$ cat config.mk
export PLATFORM = sky130hd
export DESIGN_NAME = adccfg_regbank
export DESIGN_NICKNAME = d
export VERILOG_FILES = /design/src/core/adccfg_pkg.sv /design/src/core/adccfg_field_decode.sv /design/src/core/adccfg_rate_timer.sv /design/src/core/adccfg_regbank.sv
export SDC_FILE = /design/constraint.sdc
export NUM_CORES = 1
export LEC_CHECK = 0
export ABC_CLOCK_PERIOD_IN_PS = 5500
export BUFFER_PORTS_ARGS = -buffer_cell sky130_fd_sc_hd__buf_2
export CORE_MARGIN = 3
export CORE_UTILIZATION = 47
export CTS_CLUSTER_SIZE = 25
export DETAILED_ROUTE_END_ITERATION = 12
export PLACE_DENSITY_LB_ADDON = 0.12
export SLEW_MARGIN = 20
export SYNTH_ARGS = -nofsm -noshare
export SYNTH_HDL_FRONTEND = slang
export SYNTH_SLANG_ARGS = --single-unit
$ cat constraint.sdc
create_clock -name ref_clk -period 5.5 [get_ports ref_clk]
set_input_delay 0.275 -clock ref_clk [delete_from_list [all_inputs] [get_ports ref_clk]]
set_output_delay 0.275 -clock ref_clk [all_outputs]
set_load 0.05 [all_outputs]
$ cat src/core/adccfg_pkg.sv
package adccfg_pkg;

  // ****************************************************************
  // Register map
  // ****************************************************************
  localparam int unsigned ADCCFG_NUM_REGS = 4;
  localparam int unsigned ADCCFG_ADDR_W = 2;
  localparam int unsigned ADCCFG_DATA_W = 8;
  localparam logic [1:0] ADDR_INPUT_GAIN = 2'h0;
  localparam logic [1:0] ADDR_RATE_MODE = 2'h1;
  localparam logic [1:0] ADDR_REF_FILTER = 2'h2;
  localparam logic [1:0] ADDR_CURRENT_ROUTE = 2'h3;
  localparam logic [7:0] CFG_RESET = 8'h00;

  // ****************************************************************
  // Field positions
  // ****************************************************************
  localparam int unsigned INPUT_SELECT_LSB = 4;
  localparam int unsigned GAIN_LSB = 1;
  localparam int unsigned AMP_BYPASS_BIT = 0;
  localparam int unsigned RATE_CODE_LSB = 5;
  localparam int unsigned OP_MODE_LSB = 3;
  localparam int unsigned CONT_BIT = 2;
  localparam int unsigned TEMP_BIT = 1;
  localparam int unsigned BURNOUT_BIT = 0;
  localparam int unsigned REF_SEL_LSB = 6;
  localparam int unsigned LINE_FILT_LSB = 4;
  localparam int unsigned SWITCH_AUTO_BIT = 3;
  localparam int unsigned EXC_CODE_LSB = 0;
  localparam int unsigned ROUTE_ONE_LSB = 5;
  localparam int unsigned ROUTE_TWO_LSB = 2;
  localparam int unsigned READY_MODE_BIT = 1;

  // ****************************************************************
  // Encodings
  // ****************************************************************
  localparam logic [1:0] MODE_NORMAL = 2'h0;
  localparam logic [1:0] MODE_DUTY = 2'h1;
  localparam logic [1:0] MODE_TURBO = 2'h2;
  localparam logic [2:0] RATE_RESERVED = 3'h7;
  localparam logic [2:0] ROUTE_RESERVED = 3'h7;
  localparam logic [3:0] INPUT_RESERVED = 4'hf;
  localparam logic [2:0] GAIN_FIRST_AMP_ONLY = 3'h3;
  localparam logic [1:0] REF_INTERNAL = 2'h0;
  localparam logic [1:0] FILT_NONE = 2'h0;

  // ****************************************************************
  // Conversion periods in converter clock ticks at the nominal clock, and excitation currents in microamps
  // ****************************************************************
  localparam int unsigned PERIOD_W = 20;
  localparam logic [19:0] PERIOD_NORMAL [7] = '{20'h32000, 20'h1638e, 20'h0b1c7,
    20'h05b6d, 20'h0307c, 20'h01aaa, 20'h01000};
  localparam logic [10:0] EXC_UA [8] = '{11'h000, 11'h000, 11'h032, 11'h064,
    11'h0fa, 11'h1f4, 11'h3e8, 11'h5dc};

  function automatic logic [19:0] adccfg_period(input logic [2:0] rate,
                                                input logic [1:0] mode);
    logic [19:0] base;
    base = (rate == RATE_RESERVED) ? 20'h00000 : PERIOD_NORMAL[rate];
    case (mode)
      MODE_NORMAL: adccfg_period = base;
      MODE_DUTY: adccfg_period = {base[17:0], 2'b00};
      MODE_TURBO: adccfg_period = {1'b0, base[19:1]};
      default: adccfg_period = 20'h00000;
    endcase
  endfunction

endpackage

$ cat src/core/adccfg_field_decode.sv
`timescale 1ns/10ps
module adccfg_field_decode
  import adccfg_pkg::*;
(
  // Stored configuration
  input wire logic [7:0] cfg0,
  input wire logic [7:0] cfg1,
  input wire logic [7:0] cfg2,
  input wire logic [7:0] cfg3,
  // Effective controls
  output logic [3:0] input_select,
  output logic input_reserved,
  output logic [2:0] gain_code,
  output logic amp_enable,
  output logic [1:0] ref_select,
  output logic [1:0] line_filter,
  output logic [10:0] exc_current_ua,
  output logic [2:0] route_one,
  output logic [2:0] route_two
);

  logic temp_on;
  logic [2:0] rate;
  logic [1:0] mode;
  logic [2:0] exc;

  always_comb
  begin
    temp_on = cfg1[TEMP_BIT];
    rate = cfg1[RATE_CODE_LSB +: 3];
    mode = cfg1[OP_MODE_LSB +: 2];
    exc = cfg2[EXC_CODE_LSB +: 3];
    // Temperature mode overrides every input and gain setting.
    input_select = temp_on ? 4'h0 : cfg0[INPUT_SELECT_LSB +: 4];
    input_reserved = !temp_on && (input_select == INPUT_RESERVED);
    gain_code = temp_on ? 3'h0 : cfg0[GAIN_LSB +: 3];
    // The amplifier can only be bypassed at gains of one, two and four.
    amp_enable = temp_on || !cfg0[AMP_BYPASS_BIT] || (gain_code >= GAIN_FIRST_AMP_ONLY);
    ref_select = temp_on ? REF_INTERNAL : cfg2[REF_SEL_LSB +: 2];
    // Line rejection only exists at the slowest normal and duty rates.
    if ((rate == 3'h0) && ((mode == MODE_NORMAL) || (mode == MODE_DUTY)))
    begin
      line_filter = cfg2[LINE_FILT_LSB +: 2];
    end
    else
    begin
      line_filter = FILT_NONE;
    end
    exc_current_ua = EXC_UA[exc];
    route_one = (cfg3[ROUTE_ONE_LSB +: 3] == ROUTE_RESERVED) ? 3'h0
                : cfg3[ROUTE_ONE_LSB +: 3];
    route_two = (cfg3[ROUTE_TWO_LSB +: 3] == ROUTE_RESERVED) ? 3'h0
                : cfg3[ROUTE_TWO_LSB +: 3];
  end

endmodule

$ cat src/core/adccfg_rate_timer.sv
`timescale 1ns/10ps
module adccfg_rate_timer
  import adccfg_pkg::*;
(
  // Clock and reset
  input wire logic ref_clk,
  input wire logic rst,
  // Control
  input wire logic conv_tick,
  input wire logic run,
  input wire logic [19:0] period,
  // Result
  output logic data_tick
);

  logic [19:0] cnt_r;
  logic [19:0] cnt_nxt;
  logic [19:0] per_r;
  logic [19:0] per_nxt;
  logic tick_r;
  logic tick_nxt;

  // A new period is taken only between conversions, so a write never
  // shortens or stretches a conversion already in progress.
  always_comb
  begin
    cnt_nxt = cnt_r;
    per_nxt = per_r;
    tick_nxt = 1'b0;
    if (!run || (per_r == 20'h00000))
    begin
      cnt_nxt = 20'h00000;
      per_nxt = period;
    end
    else if (conv_tick)
    begin
      if (cnt_r >= per_r - 20'h00001)
      begin
        cnt_nxt = 20'h00000;
        per_nxt = period;
        tick_nxt = 1'b1;
      end
      else
      begin
        cnt_nxt = cnt_r + 20'h00001;
      end
    end
  end

  always_ff @(posedge ref_clk or posedge rst)
  begin
    if (rst)
    begin
      cnt_r <= 20'h00000;
      per_r <= 20'h00000;
      tick_r <= 1'b0;
    end
    else
    begin
      cnt_r <= cnt_nxt;
      per_r <= per_nxt;
      tick_r <= tick_nxt;
    end
  end

  assign data_tick = tick_r;

endmodule

$ cat src/core/adccfg_regbank.sv
`timescale 1ns/10ps
// Overview of operation
// - Four eight-bit registers, read and written by register commands.
// - Reset clears every register bit to zero.
// - Sleep leaves register contents untouched.
// - Writes accepted anytime; running conversion periods are not disturbed.
// - Register 0 holds input select, gain code and amplifier bypass.
// - Input select picks pairs, single-ended, monitors, short; 1111 reserved.
// - Gain equals two to the power of the gain code.
// - Bypass works only at gains one, two, four.
// - Register 1 holds rate, mode, continuous, temperature and burnout bits.
// - Mode 00 normal, 01 duty cycle, 10 turbo, 11 reserved.
// - Rate codes 000 to 110 give mode rates; 111 reserved.
// - Output rate scales with the converter clock frequency.
// - Continuous bit zero is single-shot, one is continuous.
// - Temperature mode uses internal reference and ignores register 0.
// - Burnout bit connects the sensor-fault current source.
// - Reference select: internal, dedicated pins, shared pins, supply.
// - Line rejection only at slowest normal or duty rate.
// - Auto switch closes on start and opens on sleep.
// - Excitation code selects off, reserved, or fixed currents.
// - Route fields: 000 off, 001-110 pins, 111 reserved.
// - Ready mode bit adds readiness on the shared data pin.
module adccfg_regbank
  import adccfg_pkg::*;
#(
  parameter int unsigned RATE_SCALE_SHIFT = 0
)
(
  // Clock and reset
  input wire logic ref_clk,
  input wire logic rst,
  // Register commands
  input wire logic reg_wr_stb,
  input wire logic reg_rd_stb,
  input wire logic [1:0] reg_addr,
  input wire logic [7:0] reg_wdata,
  output logic [7:0] reg_rdata,
  output logic reg_rd_valid,
  // Converter commands and timing
  input wire logic start_sync_cmd,
  input wire logic sleep_command,
  input wire logic conv_tick,
  // Conversion control
  output logic conv_active,
  output logic asleep,
  output logic data_tick,
  output logic continuous_conversion_flag,
  output logic [1:0] op_mode,
  // Analog front-end control
  output logic [3:0] input_select,
  output logic input_reserved,
  output logic [2:0] gain_code,
  output logic amp_enable,
  output logic temp_sensor_enable,
  output logic burnout_source_enable,
  output logic [1:0] ref_select,
  output logic [1:0] line_filter,
  output logic low_side_switch_closed,
  output logic [10:0] exc_current_ua,
  output logic [2:0] source_one_route,
  output logic [2:0] source_two_route,
  output logic ready_on_shared_pin
);

  // ****************************************************************
  // Register storage and read path
  // ****************************************************************
  logic [7:0] cfg_r [ADCCFG_NUM_REGS];
  logic [7:0] cfg_nxt [ADCCFG_NUM_REGS];
  logic [7:0] rdata_r;
  logic [7:0] rdata_nxt;
  logic rvalid_r;
  logic rvalid_nxt;
  logic [31:0] cfg_flat;

  // A read in the same cycle as a write to that register sees the old value.
  always_comb
  begin
    for (int i = 0; i < ADCCFG_NUM_REGS; i++)
    begin
      cfg_nxt[i] = cfg_r[i];
    end
    if (reg_wr_stb)
    begin
      cfg_nxt[reg_addr] = reg_wdata;
    end
    rdata_nxt = rdata_r;
    rvalid_nxt = reg_rd_stb;
    if (reg_rd_stb)
    begin
      rdata_nxt = cfg_r[reg_addr];
    end
  end

  always_ff @(posedge ref_clk or posedge rst)
  begin
    if (rst)
    begin
      for (int i = 0; i < ADCCFG_NUM_REGS; i++)
      begin
        cfg_r[i] <= CFG_RESET;
      end
      rdata_r <= 8'h00;
      rvalid_r <= 1'b0;
    end
    else
    begin
      for (int i = 0; i < ADCCFG_NUM_REGS; i++)
      begin
        cfg_r[i] <= cfg_nxt[i];
      end
      rdata_r <= rdata_nxt;
      rvalid_r <= rvalid_nxt;
    end
  end

  assign cfg_flat = {cfg_r[3], cfg_r[2], cfg_r[1], cfg_r[0]};

  // ****************************************************************
  // Field decode
  // ****************************************************************
  logic [3:0] dec_input;
  logic dec_input_res;
  logic [2:0] dec_gain;
  logic dec_amp;
  logic [1:0] dec_ref;
  logic [1:0] dec_filt;
  logic [10:0] dec_exc;
  logic [2:0] dec_r1;
  logic [2:0] dec_r2;

  adccfg_field_decode u_decode (
    .cfg0(cfg_r[0]),
    .cfg1(cfg_r[1]),
    .cfg2(cfg_r[2]),
    .cfg3(cfg_r[3]),
    .input_select(dec_input),
    .input_reserved(dec_input_res),
    .gain_code(dec_gain),
    .amp_enable(dec_amp),
    .ref_select(dec_ref),
    .line_filter(dec_filt),
    .exc_current_ua(dec_exc),
    .route_one(dec_r1),
    .route_two(dec_r2)
  );

  // ****************************************************************
  // Conversion control and low-side switch
  // ****************************************************************
  logic [19:0] period;
  logic tick;
  logic active_r;
  logic active_nxt;
  logic sleep_r;
  logic sleep_nxt;
  logic sw_r;
  logic sw_nxt;
  logic cont;
  logic sw_auto;

  assign cont = cfg_r[1][CONT_BIT];
  assign sw_auto = cfg_r[2][SWITCH_AUTO_BIT];
  assign period = adccfg_period(cfg_r[1][RATE_CODE_LSB +: 3],
                                cfg_r[1][OP_MODE_LSB +: 2]) >> RATE_SCALE_SHIFT;

  adccfg_rate_timer u_timer (
    .ref_clk(ref_clk),
    .rst(rst),
    .conv_tick(conv_tick),
    .run(active_r),
    .period(period),
    .data_tick(tick)
  );

  always_comb
  begin
    active_nxt = active_r;
    sleep_nxt = sleep_r;
    sw_nxt = sw_r;
    if (tick && !cont)
    begin
      active_nxt = 1'b0;
    end
    if (start_sync_cmd)
    begin
      active_nxt = 1'b1;
      sleep_nxt = 1'b0;
      sw_nxt = sw_auto;
    end
    if (sleep_command)
    begin
      active_nxt = 1'b0;
      sleep_nxt = 1'b1;
      sw_nxt = 1'b0;
    end
    if (!sw_auto)
    begin
      sw_nxt = 1'b0;
    end
  end

  // ****************************************************************
  // Output registers
  // ****************************************************************
  always_ff @(posedge ref_clk or posedge rst)
  begin
    if (rst)
    begin
      active_r <= 1'b0;
      sleep_r <= 1'b0;
      sw_r <= 1'b0;
      data_tick <= 1'b0;
      continuous_conversion_flag <= 1'b0;
      op_mode <= 2'h0;
      input_select <= 4'h0;
      input_reserved <= 1'b0;
      gain_code <= 3'h0;
      amp_enable <= 1'b1;
      temp_sensor_enable <= 1'b0;
      burnout_source_enable <= 1'b0;
      ref_select <= 2'h0;
      line_filter <= 2'h0;
      exc_current_ua <= 11'h000;
      source_one_route <= 3'h0;
      source_two_route <= 3'h0;
      ready_on_shared_pin <= 1'b0;
    end
    else
    begin
      active_r <= active_nxt;
      sleep_r <= sleep_nxt;
      sw_r <= sw_nxt;
      data_tick <= tick;
      continuous_conversion_flag <= cont;
      op_mode <= cfg_r[1][OP_MODE_LSB +: 2];
      input_select <= dec_input;
      input_reserved <= dec_input_res;
      gain_code <= dec_gain;
      amp_enable <= dec_amp;
      temp_sensor_enable <= cfg_r[1][TEMP_BIT];
      burnout_source_enable <= cfg_r[1][BURNOUT_BIT];
      ref_select <= dec_ref;
      line_filter <= dec_filt;
      exc_current_ua <= dec_exc;
      source_one_route <= dec_r1;
      source_two_route <= dec_r2;
      ready_on_shared_pin <= cfg_r[3][READY_MODE_BIT];
    end
  end

  assign conv_active = active_r;
  assign asleep = sleep_r;
  assign low_side_switch_closed = sw_r;
  assign reg_rdata = rdata_r;
  assign reg_rd_valid = rvalid_r;

  // ****************************************************************
  // Assertions
  // ****************************************************************
  property p_reset_zero;
    @(posedge ref_clk) rst |-> (cfg_flat == 32'h00000000);
  endproperty
  a_reset_zero: assert property (p_reset_zero) else $error("registers not cleared");

  property p_write_stores;
    @(posedge ref_clk) disable iff (rst)
      reg_wr_stb |=> (cfg_r[$past(reg_addr)] == $past(reg_wdata));
  endproperty
  a_write_stores: assert property (p_write_stores) else $error("write lost");

  property p_read_back;
    @(posedge ref_clk) disable iff (rst)
      (reg_rd_stb && !reg_wr_stb) ##1 !reg_wr_stb |->
        reg_rd_valid && (reg_rdata == cfg_r[$past(reg_addr)]);
  endproperty
  a_read_back: assert property (p_read_back) else $error("read mismatch");

  property p_sleep_keeps;
    @(posedge ref_clk) disable iff (rst)
      (sleep_r && !reg_wr_stb) |=> $stable(cfg_flat);
  endproperty
  a_sleep_keeps: assert property (p_sleep_keeps) else $error("sleep changed regs");

  property p_amp_forced;
    @(posedge ref_clk) disable iff (rst)
      (cfg_r[0][GAIN_LSB +: 3] >= GAIN_FIRST_AMP_ONLY) && !reg_wr_stb |=> amp_enable;
  endproperty
  a_amp_forced: assert property (p_amp_forced) else $error("amp bypassed at high gain");

  property p_temp_override;
    @(posedge ref_clk) disable iff (rst)
      cfg_r[1][TEMP_BIT] |=> (ref_select == REF_INTERNAL) && (gain_code == 3'h0);
  endproperty
  a_temp_override: assert property (p_temp_override) else $error("temp mode leak");

  property p_filter_gate;
    @(posedge ref_clk) disable iff (rst)
      (cfg_r[1][RATE_CODE_LSB +: 3] != 3'h0) |=> (line_filter == FILT_NONE);
  endproperty
  a_filter_gate: assert property (p_filter_gate) else $error("filter at wrong rate");

  property p_switch_sleep;
    @(posedge ref_clk) disable iff (rst)
      sleep_command |=> !low_side_switch_closed ##1 !low_side_switch_closed || start_sync_cmd;
  endproperty
  a_switch_sleep: assert property (p_switch_sleep) else $error("switch closed in sleep");

  property p_switch_start;
    @(posedge ref_clk) disable iff (rst)
      start_sync_cmd && !sleep_command && sw_auto |=> low_side_switch_closed;
  endproperty
  a_switch_start: assert property (p_switch_start) else $error("switch not closed");

  property p_single_shot;
    @(posedge ref_clk) disable iff (rst)
      tick && !cont && !start_sync_cmd |=> !conv_active;
  endproperty
  a_single_shot: assert property (p_single_shot) else $error("single shot kept running");

  property p_ready_mode;
    @(posedge ref_clk) disable iff (rst)
      1'b1 |=> ready_on_shared_pin == $past(cfg_r[3][READY_MODE_BIT]);
  endproperty
  a_ready_mode: assert property (p_ready_mode) else $error("ready mode wrong");

endmodule

==> metrics.txt, run 1 <==
status finished clean; CTS tree built; Num CTS Buffers 17; Yosys cell types 62; die area 0.0148 sq mm; Antenna Nets Post-Route 0; Max-Cap Viols 0; number of fill cells in the layout 1129; nets@finish approximately 680; DRC 0; largest net degree at the start of global routing 87; setup ws final approximately 710 ps; I/O pin total 66; clock network power share 32.8%; Setup Skew 10.6 ps; worst path required time 5800 ps; HPWL after detailed placement 10400 um; Arr. time, crit path slightly above 5000 ps; startpoint types register; Sink Count 121; Pleak 3.24 nW; Pre-antenna DRT Iters 5; pwr dens 451 mW/mm^2; kind of end point of the critical path register; fraction of layout cells with a size suffix above 1 26.6%; clock buffer depth 2; total power 3.29 mW; final hold violation count 0; Flop pwr share a little under two fifths; clk slew on worst S/H paths 50 ps; Initial DRC Count between 400 and 500; most common cell after layout, fill and taps aside dfrtp_1; Routed WL roughly 15000 um; Antenna diodes 0; drt via density between 5 and 6; first-pass GRT wire length 24800 um; R2R setup slack 710 ps; Syn. warnings 0; ys flop type dfrtp_1; VDD IR-drop max ~0.24 mV; Post-synth EDFFs 0; Psw 1.20 mW; CTS Hold Bufs 0; Buffers on Ports 64; GRT Residual Overflow 0; Mapped Cells 582; sequential area share after synthesis 48.2%; Initial Utilization 49.0%; initial antenna violation count 0; post-synth top area share 47.8%; pre-CTS WS 703 ps; Syn-to-layout area delta 16.1%; Setup CP Type register to register; worst-margin pin slew 846 ps; ranking of synthesized cells by area dfrtp_1 48%, mux2_2 10%, ha_1 5.6%, mux4_2 2.9%, nand2_1 2.7%; Synth Cell Area 0.00629 sq mm; period utilization between 80% and 90%; Final Slew Violations 0; Int Power 2.10 mW; Die Wd 122 um; CTS resizes 0; GRT Util Overall between 20% and 30%; Die Y 122 um; # Post-CTS Setup Buffers 0; final setup fails 0; Via Count 4718; ys async rst share 100%; CTS H-tree depth 4; GP Congestion 0.856; number of global-route vias before repair 4816; Hold WC Path Type input port to asynchronous set/reset pin; Final Critical Period roughly 4800 ps; FF+latch count, synth 121; setup TNS 0 ps; clock latency at the later pin of the worst-skew pair 420 ps; Rows 41; Avg Inst Size Synth around 11 sq um; Rel. slew slack 43.6%; CTS Root Cell clkbuf_16; commonest non-fill, non-tap cells in the layout 120 x dfrtp_1, 64 x buf_2, 57 x mux2_2; switching share of total power 36.3%; core region area 0.0128 sq mm; RSZ-0062 raised after global routing no; Yosys top cell by area dfrtp_1; Synthesized Nets 627; routed len/inst roughly 18 um; Logic pwr share 30.1%; CP Max Fanout 19; utilization after layout 56.9%; Fmax 209 MHz
[sequential cells by signal, summed over array words and instances (netlist names), 2 cells and up]
name              cells
line_filter           2
reg_rdata             8
op_mode               2
source_one_route      3
ref_select            2
cfg_flat             32
input_select          4
gain_code             3
u_timer.cnt_r        20
exc_current_ua       10
u_timer.per_r        20
source_two_route      3
[metal layers]
layer | vias to the layer above | routed length, um | GRT usage (%)
met5 | - | 0 | 0
met2 | 140 | 7560 | 36.4
met1 | 2335 | 6510 | 26.7
met3 | 16 | 772 | 6.08
met4 | 0 | 182 | 7.14
li1 | 2227 | - | -
[cell usage after synthesis, drive strengths merged, types with 9 or more instances]
cell	instances
dfrtp	120
mux2	57
nand2	45
nor2	40
a21oi	32
ha	28
clkbuf	22
o21ai	20
nand3	17
nor2b	15
inv	14
a31oi	12
xnor2	12
nor3	11
buf	10
or4	10
xor2	9
[power groups by stage]
stage                     combinational [mW]  clock, mW  sequential (mW)
after floorplan                        0.565          0             1.41
after CTS                              0.999       1.10             1.22
final                                  0.991       1.08             1.22
after global routing                    1.08       1.14             1.25
after global placement                 0.970          0             1.22
after detailed placement               0.992          0             1.23
[stage by stage]
stage,hold WS (ps),cell area [sq um],cells
6_report,2.03,7300,822
3_5_place_dp,370,6720,790
3_3_place_gp,371,6720,790
4_1_cts,38.9,7300,822
5_1_grt,53.0,7300,822
2_1_floorplan,306,6290,582
[critical path: stages (launching register included)]
cell and delay, ps:
dfrtp_1 440, or4_4 570, or3_1 420, nor3_1 250, nand2_1 130, nor3_2 150, xnor2_1 90, ha_1 290
nand4_1 110, or3_1 400, o211ai_1 680, a21o_1 710, mux2_2 420
[path summary, 6_finish.rpt]
kind,cells after the start,to,from
worst max-delay path,12,u_timer.per_r[15],u_timer.per_r[4]
min in group ref_clk,2,conv_active,sleep_command
worst max register to register,12,u_timer.per_r[15],u_timer.per_r[4]
max in group asynchronous,3,reg_rdata[4],rst
worst min-delay path,2,exc_current_ua[10],rst
worst min register to register,0,data_tick,u_timer.data_tick
[layout make-up]
cell class	instances	area, sq um	area share [%]
repair buffers	68	350	4.80
flip-flops and latches	121	3030	41.5
clock buffers	21	450	6.17
inverters	15	61.3	0.840
clock inverters	11	125	1.71
multi-input cells	414	3070	42.0
well taps	172	215	2.95
[kinds of logic after synthesis]
group           synth area share [%]
compound gates                  11.5
simple gates                    15.3
flops                           48.2
other cells                   0.0597
fa+ha+maj                       5.57
mux                             13.4
xor+xnor                        2.93
buf+inv                         2.99
No activity file was read; power rests on OpenSTA's default activity.
==> run 2, diff against run 1 <==
--- a/config.mk
+++ b/config.mk
@@ -5,7 +5,7 @@
 export SDC_FILE = /design/constraint.sdc
 export NUM_CORES = 1
 export LEC_CHECK = 0
-export ABC_CLOCK_PERIOD_IN_PS = 5500
+export ABC_CLOCK_PERIOD_IN_PS = 5150
 export BUFFER_PORTS_ARGS = -buffer_cell sky130_fd_sc_hd__buf_2
 export CORE_MARGIN = 3
 export CORE_UTILIZATION = 47
==> constraint.sdc (replaced) <==
create_clock -name ref_clk -period 5.15 [get_ports ref_clk]
set_input_delay 0.2575 -clock ref_clk [delete_from_list [all_inputs] [get_ports ref_clk]]
set_output_delay 0.2575 -clock ref_clk [all_outputs]
set_load 0.05 [all_outputs]
==> metrics.txt, run 2 (synthesis results as in run 1) <==
status finished with violations; failing checks negative hold slack; setup ws final 584 ps; crit-path most repeated cell or3_1; Antenna Nets Post-Route 0; Num CTS Buffers 17; CTS resizes 0; CTS tree built; Setup Skew approximately 8.6 ps; Worst R2R Path Depth 13; Pre-antenna DRT Iters 4; Sink Count 121; CTS H-tree depth 4; I/O pin total 66; final setup fails 0; Design Area, Final 0.00730 sq mm; CP max-delay cell o211ai_1; fraction of layout cells with a size suffix above 1 a little over a quarter; Max-Cap Viols 0; delay-heaviest family, CP simple AND/OR/NAND/NOR gates; Arr. time, crit path ~4900 ps; pre-CTS WS 615 ps; final hold violation count 16; Buffers on Ports 64; worst path required time 5440 ps; CTS Root Cell clkbuf_16; Register Area 0.00303 sq mm; CTS Hold Bufs 0; largest net degree at the start of global routing 87; pwr dens 481 mW/mm^2; crit-path cells or4_4, or3_1, nor3_1, nand2_1, nor3_2, xnor2_1, ha_1, nand4_1, or3_1, o211ai_1, a21o_1, buf_4, mux2_2; Syn-to-layout area delta 16.1%; area of the multi-input gates around 0.003 sq mm; Antenna diodes 0; dpl cell area 0.00672 sq mm; startpoint types register; Rows 41; clock buffer depth 2; Initial Utilization 49.0%; kind of end point of the critical path register; Routed WL approximately 15000 um; total power roughly 3.5 mW; Rel. slew slack between 40% and 50%; initial antenna violation count 0; # Post-CTS Setup Buffers 0; VDD IR-drop max 0.261 mV; routed len/inst 17.8 um; period utilization 88.7%; core region area 0.0128 sq mm; GP Congestion about 0.86; Setup CP Type register to register; Pleak 3.23 nW; number of global-route vias before repair about 4800; Final Slew Violations 0; Die Wd 122 um; Final Critical Period 4570 ps; max reg flops 32; worst path bufs/invs 1; DRC 0; commonest non-fill, non-tap cells in the layout 120 x dfrtp_1, 64 x buf_2, 57 x mux2_2; die area 0.0148 sq mm; drt via density 5.72; most common cell after layout, fill and taps aside dfrtp_1; setup TNS 0 ps; clk slew on worst S/H paths about 50 ps; GRT Util Overall 21.3%; worst-margin pin slew around 830 ps; Die Y around 120 um; Final Hold Slack -8.36 ps; number of fill cells in the layout 1107; critical path depth 13; Via Count between 4000 and 5000; RSZ-0062 raised after global routing no; first-pass GRT wire length 24600 um; nets@finish around 680; slowest stage delay, CP 640 ps; HPWL after detailed placement ~10000 um; Fmax 219 MHz; clock latency at the later pin of the worst-skew pair 410 ps; Hold WC Path Type input port to asynchronous set/reset pin; Initial DRC Count 402; GRT Residual Overflow 0; CP Max Fanout 27
[run 2: final cells by class]
cell class	instances	share of cell area (%)
Sequential cell	121	41.5
Inverter	15	0.840
Multi-Input combinational cell	414	42.0
Timing Repair Buffer	67	4.70
Clock buffer	22	6.36
Tap cell	172	2.95
Clock inverter	10	1.63
[run 2: path summary, 6_finish.rpt]
path	from	to	slack, ps
hold / removal	rst	u_timer.cnt_r[9]	-8
setup / recovery	u_timer.per_r[4]	u_timer.per_r[18]	580
hold reg to reg	u_timer.data_tick	data_tick	390
min in group ref_clk	sleep_command	low_side_switch_closed	40
setup reg to reg	u_timer.per_r[4]	u_timer.per_r[18]	580
max in group asynchronous	rst	cfg_flat[28]	4170
[run 2: layer usage]
metal  vias to the layer above  track usage [%]  routed length [um]
met3                        12             6.41                 735
met5                         -                0                   0
met4                         0             6.86                 162
met1                      2357             27.0                6400
met2                       111             35.3                7340
li1                       2220                -                   -
[run 2: where the power goes]
| part | internal [mW] | switching (mW) | total (mW) |
|---|---|---|---|
| Combinational | 0.393 | 0.659 | 1.05 |
| Sequential | 1.12 | 0.179 | 1.30 |
| Clock | 0.738 | 0.417 | 1.15 |
| Total | 2.25 | 1.26 | 3.51 |
[run 2: through the flow]
| stage | cells | util (%) |
|---|---|---|
| after floorplan | 582 | - |
| after global placement | 789 | 52.4 |
| after detailed placement | 789 | 52.4 |
| after CTS | 821 | 56.9 |
| after global routing | 821 | 56.9 |
| final | 821 | 56.9 |
